===== src/design/ckl_params.svh =====
// Constants for the key and lifecycle control block.
`ifndef CKL_PARAMS_SVH
`define CKL_PARAMS_SVH
`define CKL_LC_DEBUG     4'h0
`define CKL_LC_SECURE    4'h2
`define CKL_LC_RESET     `CKL_LC_SECURE
`define CKL_KEY_WORDS    4
`define CKL_WORD_W       32
`define CKL_DMA_MAX_LEN  32'h0000ffff
`define CKL_SRAM_BASE    32'h10000000
`define CKL_SRAM_SIZE    32'h00010000
`endif


===== src/design/ckl_pkg.sv =====
// Types shared by the key and lifecycle control block.
package ckl_pkg;
  typedef enum logic [1:0] {
    CKL_SEL_DESIGN,
    CKL_SEL_ROOT,
    CKL_SEL_SESSION
  } ckl_key_sel_t;

  typedef struct packed {
    logic        valid;
    logic [1:0]  idx;
    logic [31:0] data;
  } ckl_word_wr_t;

  typedef struct packed {
    logic        valid;
    logic [31:0] addr;
    logic [31:0] len;
  } ckl_dma_req_t;
endpackage : ckl_pkg


===== src/design/ckl_ctrl.sv =====
// Lifecycle, root key, design key lock and key routing control.
// What this block does
// - Retain lifecycle, design key lock and root key.
// - Any reset clears all retained contents.
// - Only debug and secure lifecycle values valid.
// - Validity flag sets once valid lifecycle written.
// - Reset reads secure lifecycle with flag invalid.
// - Secure lifecycle: each root word written once.
// - Debug lifecycle: root words rewritable freely.
// - Selector routes design, root or session key.
// - Hard-coded design key never readable by software.
// - Lock write disables design key until reset.
// - Locked design key selected gives zero key.
// - Word zero reads retention status, not key.
// - DMA reaches on-chip SRAM only.
// - DMA transfer at most 2^16-1 bytes.
// - Enabled subsystem blocks the all-idle state.
// - Lock is write-once and retained.
`timescale 1ns/1ps
`default_nettype none
`include "ckl_params.svh"

module ckl_ctrl #(
  parameter logic [127:0] FIXED_KEY = 128'h0123_4567_89ab_cdef_fedc_ba98_7654_3210, // Arbitrary value.
  parameter logic [31:0]  SRAM_BASE = `CKL_SRAM_BASE,
  parameter logic [31:0]  SRAM_SIZE = `CKL_SRAM_SIZE
) (
  // Clock, reset and enable
  input  wire logic                   mclk,
  input  wire logic                   rst,
  input  wire logic                   ce,
  // Software controls
  input  wire logic                   lc_wr,
  input  wire logic [3:0]             lc_wdata,
  input  wire ckl_pkg::ckl_word_wr_t  root_key_words_wr,
  input  wire logic                   fixed_key_lock_wr,
  input  wire ckl_pkg::ckl_key_sel_t  key_source_select,
  input  wire logic [127:0]           session_key,
  input  wire logic                   subsys_enable,
  // DMA request check
  input  wire ckl_pkg::ckl_dma_req_t  dma_req,
  // Status and key outputs
  output logic [3:0]                  lifecycle_state_q,
  output logic                        lifecycle_valid_flag_q,
  output logic                        fixed_key_lock_q,
  output logic [31:0]                 root_key_word0_q,
  output logic [127:0]                aes_key_q,
  output logic                        dma_grant_q,
  output logic                        dma_reject_q,
  output logic                        lowpower_allow_q
);
  import ckl_pkg::*;

  // The window check adds in 33 bits, so a window that wraps past the top of the
  // address space cannot be served and is refused when the design is built.
  if (SRAM_SIZE == 32'h0 || ({1'b0, SRAM_BASE} + {1'b0, SRAM_SIZE}) > 33'h1_0000_0000) begin : g_bad_window
    $error("SRAM window must be non-empty and fit in the address space.");
  end

  // Retention-domain state: cleared only by reset, frozen by ce.
  logic [`CKL_KEY_WORDS-1:0][`CKL_WORD_W-1:0] rk_q;
  logic [`CKL_KEY_WORDS-1:0][`CKL_WORD_W-1:0] rk_d;
  logic [`CKL_KEY_WORDS-1:0]                  written_q;
  logic [`CKL_KEY_WORDS-1:0]                  written_d;
  logic [3:0]                                 lc_d;
  logic                                       lcv_d;
  logic                                       lock_d;
  logic                                       grant_d;
  logic                                       reject_d;
  logic                                       lp_d;
  logic [31:0]                                word0_d;
  logic [127:0]                               key_d;
  logic [32:0]                                dma_end;
  logic [32:0]                                win_end;
  logic                                       lc_legal;
  logic                                       rk_wr_ok;
  logic                                       dma_ok;

  always_comb begin
    lc_d      = lifecycle_state_q;
    lcv_d     = lifecycle_valid_flag_q;
    lock_d    = fixed_key_lock_q;
    rk_d      = rk_q;
    written_d = written_q;
    // The lifecycle is taken once per reset so a secure part cannot be moved back to debug.
    lc_legal  = (lc_wdata == `CKL_LC_DEBUG) || (lc_wdata == `CKL_LC_SECURE);
    if (lc_wr && !lifecycle_valid_flag_q && lc_legal) begin
      lc_d  = lc_wdata;
      lcv_d = 1'b1;
    end
    // A secure part keeps the first value of each word, so a loaded key cannot be swapped.
    rk_wr_ok = root_key_words_wr.valid && lifecycle_valid_flag_q &&
               ((lifecycle_state_q == `CKL_LC_DEBUG) ||
                !written_q[root_key_words_wr.idx]);
    if (rk_wr_ok) begin
      rk_d[root_key_words_wr.idx]      = root_key_words_wr.data;
      written_d[root_key_words_wr.idx] = 1'b1;
    end
    // Any write sets the lock; only a reset makes the design key usable again.
    if (fixed_key_lock_wr) begin
      lock_d = 1'b1;
    end
    // Word zero shows only the retained status; key bits never reach software through it.
    word0_d = {31'h0, &written_q};
    case (key_source_select)
      CKL_SEL_DESIGN:  key_d = fixed_key_lock_q ? 128'h0 : FIXED_KEY;
      CKL_SEL_ROOT:    key_d = rk_q;
      CKL_SEL_SESSION: key_d = session_key;
      default:         key_d = 128'h0;
    endcase
    // Sums are one bit wider so a request near the top of memory cannot wrap into the window.
    dma_end  = {1'b0, dma_req.addr} + {1'b0, dma_req.len};
    win_end  = {1'b0, SRAM_BASE} + {1'b0, SRAM_SIZE};
    dma_ok   = (dma_req.len != 32'h0) && (dma_req.len <= `CKL_DMA_MAX_LEN) &&
               (dma_req.addr >= SRAM_BASE) && (dma_end <= win_end);
    grant_d  = dma_req.valid && dma_ok;
    reject_d = dma_req.valid && !dma_ok;
    lp_d     = !subsys_enable;
  end

  always_ff @(posedge mclk) begin
    if (rst) begin
      lifecycle_state_q      <= `CKL_LC_RESET;
      lifecycle_valid_flag_q <= 1'b0;
      fixed_key_lock_q       <= 1'b0;
      rk_q                   <= '0;
      written_q              <= '0;
      root_key_word0_q       <= 32'h0;
      aes_key_q              <= 128'h0;
      dma_grant_q            <= 1'b0;
      dma_reject_q           <= 1'b0;
      lowpower_allow_q       <= 1'b1;
    end else if (ce) begin
      lifecycle_state_q      <= lc_d;
      lifecycle_valid_flag_q <= lcv_d;
      fixed_key_lock_q       <= lock_d;
      rk_q                   <= rk_d;
      written_q              <= written_d;
      root_key_word0_q       <= word0_d;
      aes_key_q              <= key_d;
      dma_grant_q            <= grant_d;
      dma_reject_q           <= reject_d;
      lowpower_allow_q       <= lp_d;
    end
  end
endmodule : ckl_ctrl
`default_nettype wire


===== config.mk =====
export PLATFORM = sky130hd
export DESIGN_NAME = ckl_ctrl
export DESIGN_NICKNAME = d
export VERILOG_FILES = /design/src/design/ckl_pkg.sv /design/src/design/ckl_ctrl.sv
export VERILOG_INCLUDE_DIRS = /design/src /design/src/design
export SDC_FILE = /design/constraint.sdc
export NUM_CORES = 1
export LEC_CHECK = 0
export ABC_AREA = 1
export BUFFER_PORTS_ARGS = -buffer_cell sky130_fd_sc_hd__clkbuf_2
export CAP_MARGIN = 30
export CORE_ASPECT_RATIO = 1.5
export CORE_MARGIN = 3
export CORE_UTILIZATION = 25
export DETAILED_ROUTE_END_ITERATION = 10
export GPL_ROUTABILITY_DRIVEN = 0
export PLACE_DENSITY = 0.52
export SLEW_MARGIN = 20
export SYNTH_ARGS = -nofsm -noshare
export SYNTH_HDL_FRONTEND = slang
export SYNTH_SLANG_ARGS = --single-unit

===== constraint.sdc =====
create_clock -name mclk -period 3.4 [get_ports mclk]
set_input_delay 0.85 -clock mclk [delete_from_list [all_inputs] [get_ports mclk]]
set_output_delay 0.85 -clock mclk [all_outputs]
set_load 0.03 [all_outputs]

==> results.yml, run 1 <==
outcome:
  outcome: "completed"
die:
  die_x_um: 200.7
  rows: 106
  io_pins: 409
  core_mm2: 0.05597
  die_h_um: 298.1
  start_util_pct: 25.41
  dieArea_mm2: 0.05985
placed_design:
  portBuffers: 377
  dpl.hpwl_mm: 43.04
  dp_cells: 3122
clocking:
  htreeDepth: 1
  cts_num_sinks: 270
  insertion_delay_ns: 0.56
  clk_path_buf_depth: 3
  cts_setup_buffers: 0
  cts_buffers: 29
  clk_pin_slew_ns: 0.06
  cts-resized-gates: 0
  tritoncts: "yes"
  cts_hold_buffers: 0
  cts_root_buffer: "clkbuf_16"
synthesis:
  avgSynthCellArea_um2: 6.792
  synth_largest_area_cell: "dfxtp_1"
  synthXorXnorAreaFrac_pct: 0.06158
  yosysMostFrequentCell: "inv_1"
  yosys.area_share.simple_pct: 20.55
  yosys-top-cells-count: "inv_1 (380), nand2_1 (370), dfxtp_1 (270)"
  ys_async_sr_fraction_pct: 0
  netlist_instances: 2094
  synth_compound_area_share_pct: 23.05
  yosysTopAreaCellShare_pct: 38.00
  synth_top_family_by_area: "compound AO/OA/AOI/OAI gates"
  synthTopCellsByArea: "dfxtp_1 (38%), inv_1 (10%), nand2_1 (9.8%), a21oi_1 (7.7%), o21ai_0 (7.1%)"
  synth.distinct_cells: 39
  ys_seq_area_share_pct: 38.00
  synth_fa_ha_area_share_pct: 2.956
  synth-edff-count: 0
  synth_ff_type: "dfxtp_1"
  yosys_warnings: 0
  muxShareOfSynthArea_pct: 0
  ys_ff_latch: 270
  netlist_area_mm2: 0.01422
power_and_ir_drop:
  switching_share_pct: 30.73
  ir_worst_vdd_uv: 297.3
  internal-power_mw: 5.537
  switchingPower_mw: 2.457
  finalPower_mw: 7.994
  leakage_nw: 8.366
  powerDensity_mw_per_mm2: 451.8
  p_seq_share_pct: 41.4
  combPwrFrac_pct: 19.1
  clock_power_share_pct: 39.4
worst_setup_path:
  cpMaxStageDelayCell: "fa_1"
  crit_type: "input port to flop"
  critPathBufInv: 1
  path_max_fanout: 4
  crit_required_ns: 3.81
  slowest_delay_ns: 0.39
  crit_chain: "clkbuf_2 -> ha_1 -> fa_1 -> nand2_1 -> nand3_1 -> nand3_1 -> nand2_2 -> nand2_1 -> nand2_1 -> nand3_1 -> nand2_1 -> nand2_1 -> nand3_1 -> nor2_1 -> nand2_1 -> a21oi_2 -> nand2_1 -> nand2_1 -> a21oi_2"
  start_kind: "input port"
  cp_top_family: "simple AND/OR/NAND/NOR gates"
  cp_data_arrival_time_ns: 3.13
  endpoint_kind: "flop"
  reg2reg_slack_ns: 1.12
  crit_top_cell: "nand2_1"
route:
  wire_per_inst_um: 17.75
  drt_pass1_iterations: 6
  viasPerCell: 4.661
  drcViolationCount: 0
  wirelength_mm: 56.36
  initialDrtViolationCount: 797
  vias: 14800
  ant_nets: 0
cells_and_area:
  final_util_pct: 31.61
  num-nets-final: 2670
  num_antenna_cells: 0
  drive_above_1_share_pct: 21.12
  fin_cells: 3175
  areaGrowthSynthToFinish_pct: 24.40
grt:
  grt_pass1_vias: 14114
  overflow: 0
  grt_pass1_wl_mm: 84.55
  grt_usage_pct: 17.93
  antenna_found_initial: 0
  grt_max_degree: 98
sta:
  fin_crit_sh_pct: 79.92
  tightestPinTransition_ns: 0.8863
  rsz0062_at_grt: "false"
  setup_tns_ns: 0
  hold_viol: 0
  slew_violations: 0
  fmaxAchievable_mhz: 368.0
  slew_headroom_pct: 40.91
  skew_ns: 0.02083
  hold_ws_ns: 0.4474
  fin_crit_ns: 2.717
  finalSetupViolCount: 0
min_path:
  hold_class: "flop to flop"
job:
  cap_viol_max_count: 0
layout make-up:
cell class | instances | area, µm²
clock buffers | 44 | 862.1
clock inverters | 9 | 82.58
fillers | 6222 | 38280
inverters | 392 | 1476
multi-input cells | 1305 | 6774
flip-flops and latches | 270 | 5405
well taps | 756 | 945.9
repair buffers | 399 | 2146
placed cells by master, fill, tap and decap left out, types with 10 or more instances in the layout:
master     netlist  layout
ha_1            32      32
nand3_1        118     116
o211ai_1        64      64
nand4_1         10      10
nand2_1        370     365
nor2_1         121     121
o21ai_0        202     202
nand2_2         14      18
o221ai_1        64      64
clkbuf_2         0     376
conb_1           1      31
inv_2           10      12
a21oi_1        220     220
nor4_1          10      10
dfxtp_1        270     270
clkbuf_16        0      29
inv_1          380     379
buf_4           31      15
registers in the layout (all words and copies together), names as in the netlist:
| register | count |
|---|---|
| dma_grant_q | 1 |
| root_key_word0_q | 1 |
| lifecycle_state_q | 4 |
| fixed_key_lock_q | 1 |
| written_q | 4 |
| rk_q | 128 |
| aes_key_q | 128 |
| dma_reject_q | 1 |
| lifecycle_valid_flag_q | 1 |
| lowpower_allow_q | 1 |
metal layers:
layer	part of all wire, %	global-route usage [%]	vias up	routed length (µm)
li1	-	-	7354	-
met1	40	21.20	6823	22590
met2	50	32.79	520	28430
met3	5.4	2.339	103	3028
met4	4.1	6.914	0	2312
met5	0	0	-	0
per-stage QoR:
step | setup slack (ns) | area [µm²]
3_3_place_gp | 0.1786 | 16750
6_report | 0.6828 | 17690
4_1_cts | 0.7027 | 17690
3_5_place_dp | 0.08920 | 16750
5_1_grt | 0.4792 | 17690
2_1_floorplan | 0.5971 | 14340
worst min-delay path: stages, from the launching register on:
cell     delay (ns)
dfxtp_1        0.30
inv_1          0.05
a21oi_1        0.05
worst paths after layout:
path,startpoint,end,cells after the start
worst max-delay path,dma_req[0],dma_reject_q$_SDFFE_PP0P_,19
worst min register to register,rk_q[118]$_SDFFE_PP0P_,rk_q[118]$_SDFFE_PP0P_,2
worst min-delay path,rk_q[118]$_SDFFE_PP0P_,rk_q[118]$_SDFFE_PP0P_,2
worst max register to register,written_q[3]$_SDFFE_PP0P_,rk_q[93]$_SDFFE_PP0P_,9
power by group through the flow:
stage,clock network (mW),registers (mW),logic [mW]
floorplan,0,3.54,0.806
global placement,0,3.38,1.53
detailed placement,0,3.38,1.53
CTS,3.25,3.31,1.54
global route,3.36,3.32,1.68
finish,3.15,3.31,1.53
logic make-up (layout without fill, tap and decap cells):
kind of cell	after synthesis	in the layout
compound gates	566	566
xor+xnor	1	1
fa+ha+maj	33	33
buf+inv	549	844
flops	270	270
other cells	1	31
simple gates	674	674
Power figures use the tool's default switching activity.
==> inputs of run 2 (changes only) <==
Settings changed: ABC_AREA 1 to 0, PLACE_DENSITY 0.52 to 0.53.
Clock period 3.4 ns to 2.5 ns, I/O delays scaled along.
==> run 2 against run 1 <==
  * The run now ends with setup timing left
  * Flip-flop and latch count unchanged
  * Combinational power is 42% higher
  * Routed wire length decreased by 4.6%
  * Critical path type unchanged
  * Highest routed layer is now met5
==> results.yml, run 2 <==
clocking:
  clk_path_buf_depth: 3
  insertion_delay_ns: 0.60
  cts_root_buffer: "clkbuf_16"
  cts_buffers: 28
  cts_num_sinks: 270
  htreeDepth: 1
  clk_pin_slew_ns: 0.07
  tritoncts: "yes"
min_path:
  hold_class: "input port to flop"
grt:
  grt-busiest-layer: "met2"
  grt_usage_pct: 18.94
  grt_pass1_wl_mm: 78.25
  grt_max_degree: 79
  grt_use_met3_pct: 3.223
  grt_pass1_vias: 12969
  overflow: 0
  grt_use_met1_pct: 21.71
  antenna_found_initial: 6
  grtUsageMet2_pct: 35.08
worst_setup_path:
  crit_type: "input port to flop"
  cp_data_arrival_time_ns: 3.50
  path_max_fanout: 3
  crit_required_ns: 2.98
  start_kind: "input port"
  endpoint_kind: "flop"
synthesis:
  yosysTopAreaCellShare_pct: 42.37
  synth.distinct_cells: 70
  avgSynthCellArea_um2: 7.765
  ys_async_sr_fraction_pct: 0
  synth_largest_area_cell: "dfxtp_1"
  yosys-top-cells-count: "nand2_1 (345), a21oi_1 (283), dfxtp_1 (270)"
  synth-edff-count: 0
  ys_seq_area_share_pct: 42.37
  synth_ff_type: "dfxtp_1"
  netlist_area_mm2: 0.01276
  synthTopCellsByArea: "dfxtp_1 (42%), a21oi_1 (11%), nand2_1 (10%), nor2_1 (4.6%), a221oi_1 (4.4%)"
  ys_ff_latch: 270
  yosys_warnings: 0
  yosysMostFrequentCell: "nand2_1"
  netlist_instances: 1643
cells_and_area:
  num-nets-final: 2304
  areaGrowthSynthToFinish_pct: 34.32
  drive_above_1_share_pct: 28.40
  fillerInstances: 5341
  final_area_mm2: 0.01714
  multi_input_area_mm2: 0.006834
  final_cell_mix: "clkbuf_2 (373), nand2_1 (345), a21oi_1 (282)"
  ff_latch_area_mm2: 0.005405
  final_common_cell: "clkbuf_2"
  top_regs: "aes_key_q x128, rk_q x128"
die:
  dieArea_mm2: 0.05383
  start_util_pct: 25.49
  io_pins: 409
  core_mm2: 0.05005
  die_x_um: 190.4
  rows: 100
  die_h_um: 282.7
sta:
  rsz0062_at_grt: "true"
  skew_ns: 0.04440
  slew_headroom_pct: 35.92
  fin_crit_ns: 3.021
  hold_viol: 0
  finalSetupViolCount: 2
  fin_crit_sh_pct: 120.8
  setup_tns_ns: -1.003
  tightestPinTransition_ns: 0.9592
  timing.final.ws_setup_ns: -0.5207
  fmaxAchievable_mhz: 331.1
  hold_ws_ns: 0.2837
  slew_violations: 0
placed_design:
  portBuffers: 377
  dpl.hpwl_mm: 39.40
  pre_cts_slack_ns: -1.163
  dpl-instance-area_mm2: 0.01599
power_and_ir_drop:
  ir_worst_vdd_uv: 514.6
  leakage_nw: 6.955
  powerDensity_mw_per_mm2: 666.5
outcome:
  outcome: "finished with violations"
  violations: "setup timing"
route:
  drt_pass1_iterations: 5
  vias: 13221
  wirelength_mm: 53.79
  initialDrtViolationCount: 655
  viasPerCell: 4.862
  ant_nets: 0
  wire_per_inst_um: 19.78
  drcViolationCount: 0
job:
  cap_viol_max_count: 0
-- run 2: cell count changes in the layout (fill, tap and decap cells not counted), sizes merged, moves of 41 or more --
cell,delta
nand3,-113
inv,-387
nand2,-41
o211ai,-60
buf,+99
a221oi,+65
a21oi,+59
a211oi,+68
nor3,+61
o21ai,-188
o221ai,-63
-- run 2: path summary, 6_finish.rpt --
path | from | end | slack [ns] | depth (start not counted)
worst max-delay path | dma_req[0] | dma_grant_q$_SDFFE_PP0P_ | -0.52 | 14
worst min-delay path | lc_wdata[1] | lifecycle_state_q[1]$_SDFFE_PP1P_ | 0.28 | 3
worst max register to register | written_q[2]$_SDFFE_PP0P_ | rk_q[87]$_SDFFE_PP0P_ | 0.29 | 9
worst min register to register | rk_q[69]$_SDFFE_PP0P_ | rk_q[69]$_SDFFE_PP0P_ | 0.45 | 2
-- run 2: routing by layer --
metal  routed length [µm]  up-vias
met5                   24        -
met4                 1999        4
met3                 3137      100
met2                28050      413
met1                20580     6187
li1                     -     6517
-- run 2: layout make-up --
type,instances,share of cell area (%)
antenna,3,0.04381
clock buffer,38,4.717
inverter,7,0.1533
tap,663,4.841
multi-input combinational,1229,39.88
clock inverter,14,1.351
timing repair buffer,495,17.47
sequential,270,31.54
-- run 2: repair_timing --
action | in CTS | in global routing
gates resized for setup | 8 | 8
buffers inserted | 2 | 0
setup endpoints to repair | 2 | 2
pin swaps | 7 | 8
hold endpoints to repair | 0 | 0
hold buffers | 0 | 0
-- run 2: where the power goes --
group | internal [mW] | total (mW) | switching (mW)
clock | 2.79 | 4.72 | 1.93
combinational | 0.810 | 2.18 | 1.37
sequential | 4.44 | 4.52 | 0.0786
-- run 2: cell families after synthesis --
family,synth area share [%]
AOI/OAI and AO/OA,25.34
other,0.02940
muxes,0.4119
adders and majority gates,3.295
DFF,42.37
buffers and inverters,6.110
xor gates and xnor gates,1.579
and+or+nand+nor,20.86
-- run 2: critical path, cell delays in order --
cell and delay, ns:
clkbuf_2 0.12, ha_4 0.17, fa_2 0.35, a21o_4 0.24, a221oi_4 0.29, buf_4 0.18, buf_4 0.10, nor3_2 0.05
o31a_1 0.27, o221ai_2 0.16, a21oi_2 0.09, xor2_1 0.15, or4_1 0.50, o41ai_2 0.20
-- run 2: per-stage QoR --
stage          util (%)  power [mW]  std cells
6_report          34.24       11.42       2719
5_1_grt           34.23       11.91       2717
4_1_cts           34.15       11.55       2716
3_5_place_dp      31.95       6.761       2662
3_3_place_gp      31.95       6.745       2662
2_1_floorplan         -       5.880       1673
==> inputs of run 3 (changes only) <==
Settings changed: CORE_MARGIN 3 to default.
==> run 3 against run 2 <==
  * The run still ends with setup timing left
  * Routed wire length is 0.69% lower
  * Combinational power hardly changed
  * Highest routed layer unchanged
  * Cell count up 0.63%
  * Via count increased by 2.2%
  * Setup slack improved by 0.032 ns
  * Sequential power barely moved
  * First-iteration DRC count rose by 16%
  * Clock skew down 0.016 ns
  * Clock power shrank 2%
  * Final area is 0.48% higher
  * Non-clock buffer count up 10
  * Total power fell by 0.68%
==> results.yml, run 3 (synthesis results as in run 2) <==
worst_setup_path:
  reg2reg_slack_ns: 0.27
  worstRegToRegCells: 9
  cp_data_arrival_time_ns: 3.44
  crit_type: "input port to flop"
  crit_chain: "clkbuf_8 -> ha_4 -> fa_2 -> a21o_1 -> buf_4 -> a22o_1 -> o31a_1 -> xnor2_1 -> o211ai_1 -> o41ai_2 -> nand4_1 -> o31a_1 -> a211o_1"
  crit_top_cell: "o31a_1"
  slowest_delay_ns: 0.39
  crit_end: "dma_reject_q$_SDFFE_PP0P_"
  r2r_end: "rk_q[80]$_SDFFE_PP0P_"
  crit_required_ns: 2.95
  cpMaxStageDelayCell: "o41ai_2"
  path_max_fanout: 3
  endpoint_kind: "flop"
  rr_startpoint: "written_q[3]$_SDFFE_PP0P_"
  start_kind: "input port"
  crit_start: "dma_req[0]"
sta:
  timing.final.ws_setup_ns: -0.4889
  slew_violations: 0
  slew_headroom_pct: 61.96
  hold_ws_ns: 0.2815
  fin_crit_ns: 2.989
  finalSetupViolCount: 2
  tightestPinTransition_ns: 0.5707
  skew_ns: 0.02858
  fin_crit_sh_pct: 119.6
  setup_tns_ns: -0.9568
  fmaxAchievable_mhz: 334.6
  rsz0062_at_grt: "true"
  hold_viol: 0
cells_and_area:
  final_common_cell: "clkbuf_2"
  drive_above_1_share_pct: 28.59
  top_regs: "aes_key_q x128, rk_q x128"
  final_util_pct: 34.06
  num_antenna_cells: 0
  areaGrowthSynthToFinish_pct: 34.96
  fin_cells: 2736
  final_cell_mix: "clkbuf_2 (372), nand2_1 (345), a21oi_1 (282)"
  num-nets-final: 2316
grt:
  antenna_found_initial: 1
  grt_max_degree: 110
  overflow: 0
  grt_pass1_vias: 13206
  grt_pass1_wl_mm: 79.38
  grt_usage_pct: 19.85
clocking:
  htreeDepth: 1
  clk_pin_slew_ns: 0.06
  cts_root_buffer: "clkbuf_16"
  insertion_delay_ns: 0.58
  cts_hold_buffers: 0
  tritoncts: "yes"
  cts_num_sinks: 270
  cts_buffers: 30
  clk_path_buf_depth: 3
power_and_ir_drop:
  powerDensity_mw_per_mm2: 658.8
  leakage_nw: 7.027
  ir_worst_vdd_uv: 583.8
route:
  met3_length_mm: 2.705
  wl_met2_mm: 27.04
  ant_nets: 0
  initialDrtViolationCount: 761
  top_layer_used: "met5"
  wirelength_mm: 53.42
  vias: 13513
  wl_met1_mm: 20.80
  drcViolationCount: 0
  viasPerCell: 4.939
  drt_pass1_iterations: 5
  wire_per_inst_um: 19.52
die:
  rows: 101
  dieArea_mm2: 0.05196
  start_util_pct: 25.24
  core_mm2: 0.05055
  io_pins: 409
  die_h_um: 278.7
  die_x_um: 186.4
outcome:
  violations: "setup timing"
  outcome: "finished with violations"
min_path:
  hold_class: "input port to flop"
job:
  cap_viol_max_count: 0
placed_design:
  dpl.hpwl_mm: 38.77
  dp_cells: 2678
  portBuffers: 377
  pre_cts_slack_ns: -1.143
## run 3: routing by layer
layer | track usage [%] | up-vias
li1 | - | 6550
met1 | 22.84 | 6390
met2 | 35.52 | 450
met3 | 2.728 | 121
met4 | 10.38 | 2
met5 | 0 | -
## run 3: final cells by class
type / count / area [µm²]
Tap cell: 669 / 837.1
Multi-Input combinational cell: 1229 / 6807
Clock inverter: 15 / 182.7
Fill cell: 5423 / 33330
Inverter: 7 / 26.28
Sequential cell: 270 / 5405
Clock buffer: 41 / 842.1
Timing Repair Buffer: 505 / 3118
## run 3: worst min path at each step
stage                     startpoint                                end  cells past startpoint
2_1_floorplan   rk_q[0]$_SDFFE_PP0P_               rk_q[0]$_SDFFE_PP0P_                      2
3_3_place_gp   rk_q[89]$_SDFFE_PP0P_              rk_q[89]$_SDFFE_PP0P_                      2
3_5_place_dp   rk_q[60]$_SDFFE_PP0P_              rk_q[60]$_SDFFE_PP0P_                      2
4_1_cts                  lc_wdata[1]  lifecycle_state_q[1]$_SDFFE_PP1P_                      3
5_1_grt                  lc_wdata[1]  lifecycle_state_q[1]$_SDFFE_PP1P_                      3
6_report                 lc_wdata[1]  lifecycle_state_q[1]$_SDFFE_PP1P_                      3
## run 3: critical path, delay by kind of cell
family	cells	cell delay (ns)
AOI/OAI and AO/OA	7	1.78
xor gates and xnor gates	1	0.14
adders and majority gates	2	0.50
buffers and inverters	2	0.28
and+or+nand+nor	1	0.13
## run 3: repair_timing
item	4_1_cts	5_1_grt
pin swaps	5	1
resized for setup	8	5
endpoints found under the setup margin	2	2
buffers inserted	2	0
## run 3: per-stage QoR
stage,instance area (µm²),total power [mW]
after global routing,17220,11.83
final,17220,11.34
after CTS,17190,11.48
after global placement,16110,6.765
after floorplan,12920,5.880
after detailed placement,16110,6.790
## run 3: report_power, final
part / switching, mW / internal, mW
registers: 0.0774 / 4.44
logic: 1.38 / 0.824
clock network: 1.93 / 2.69
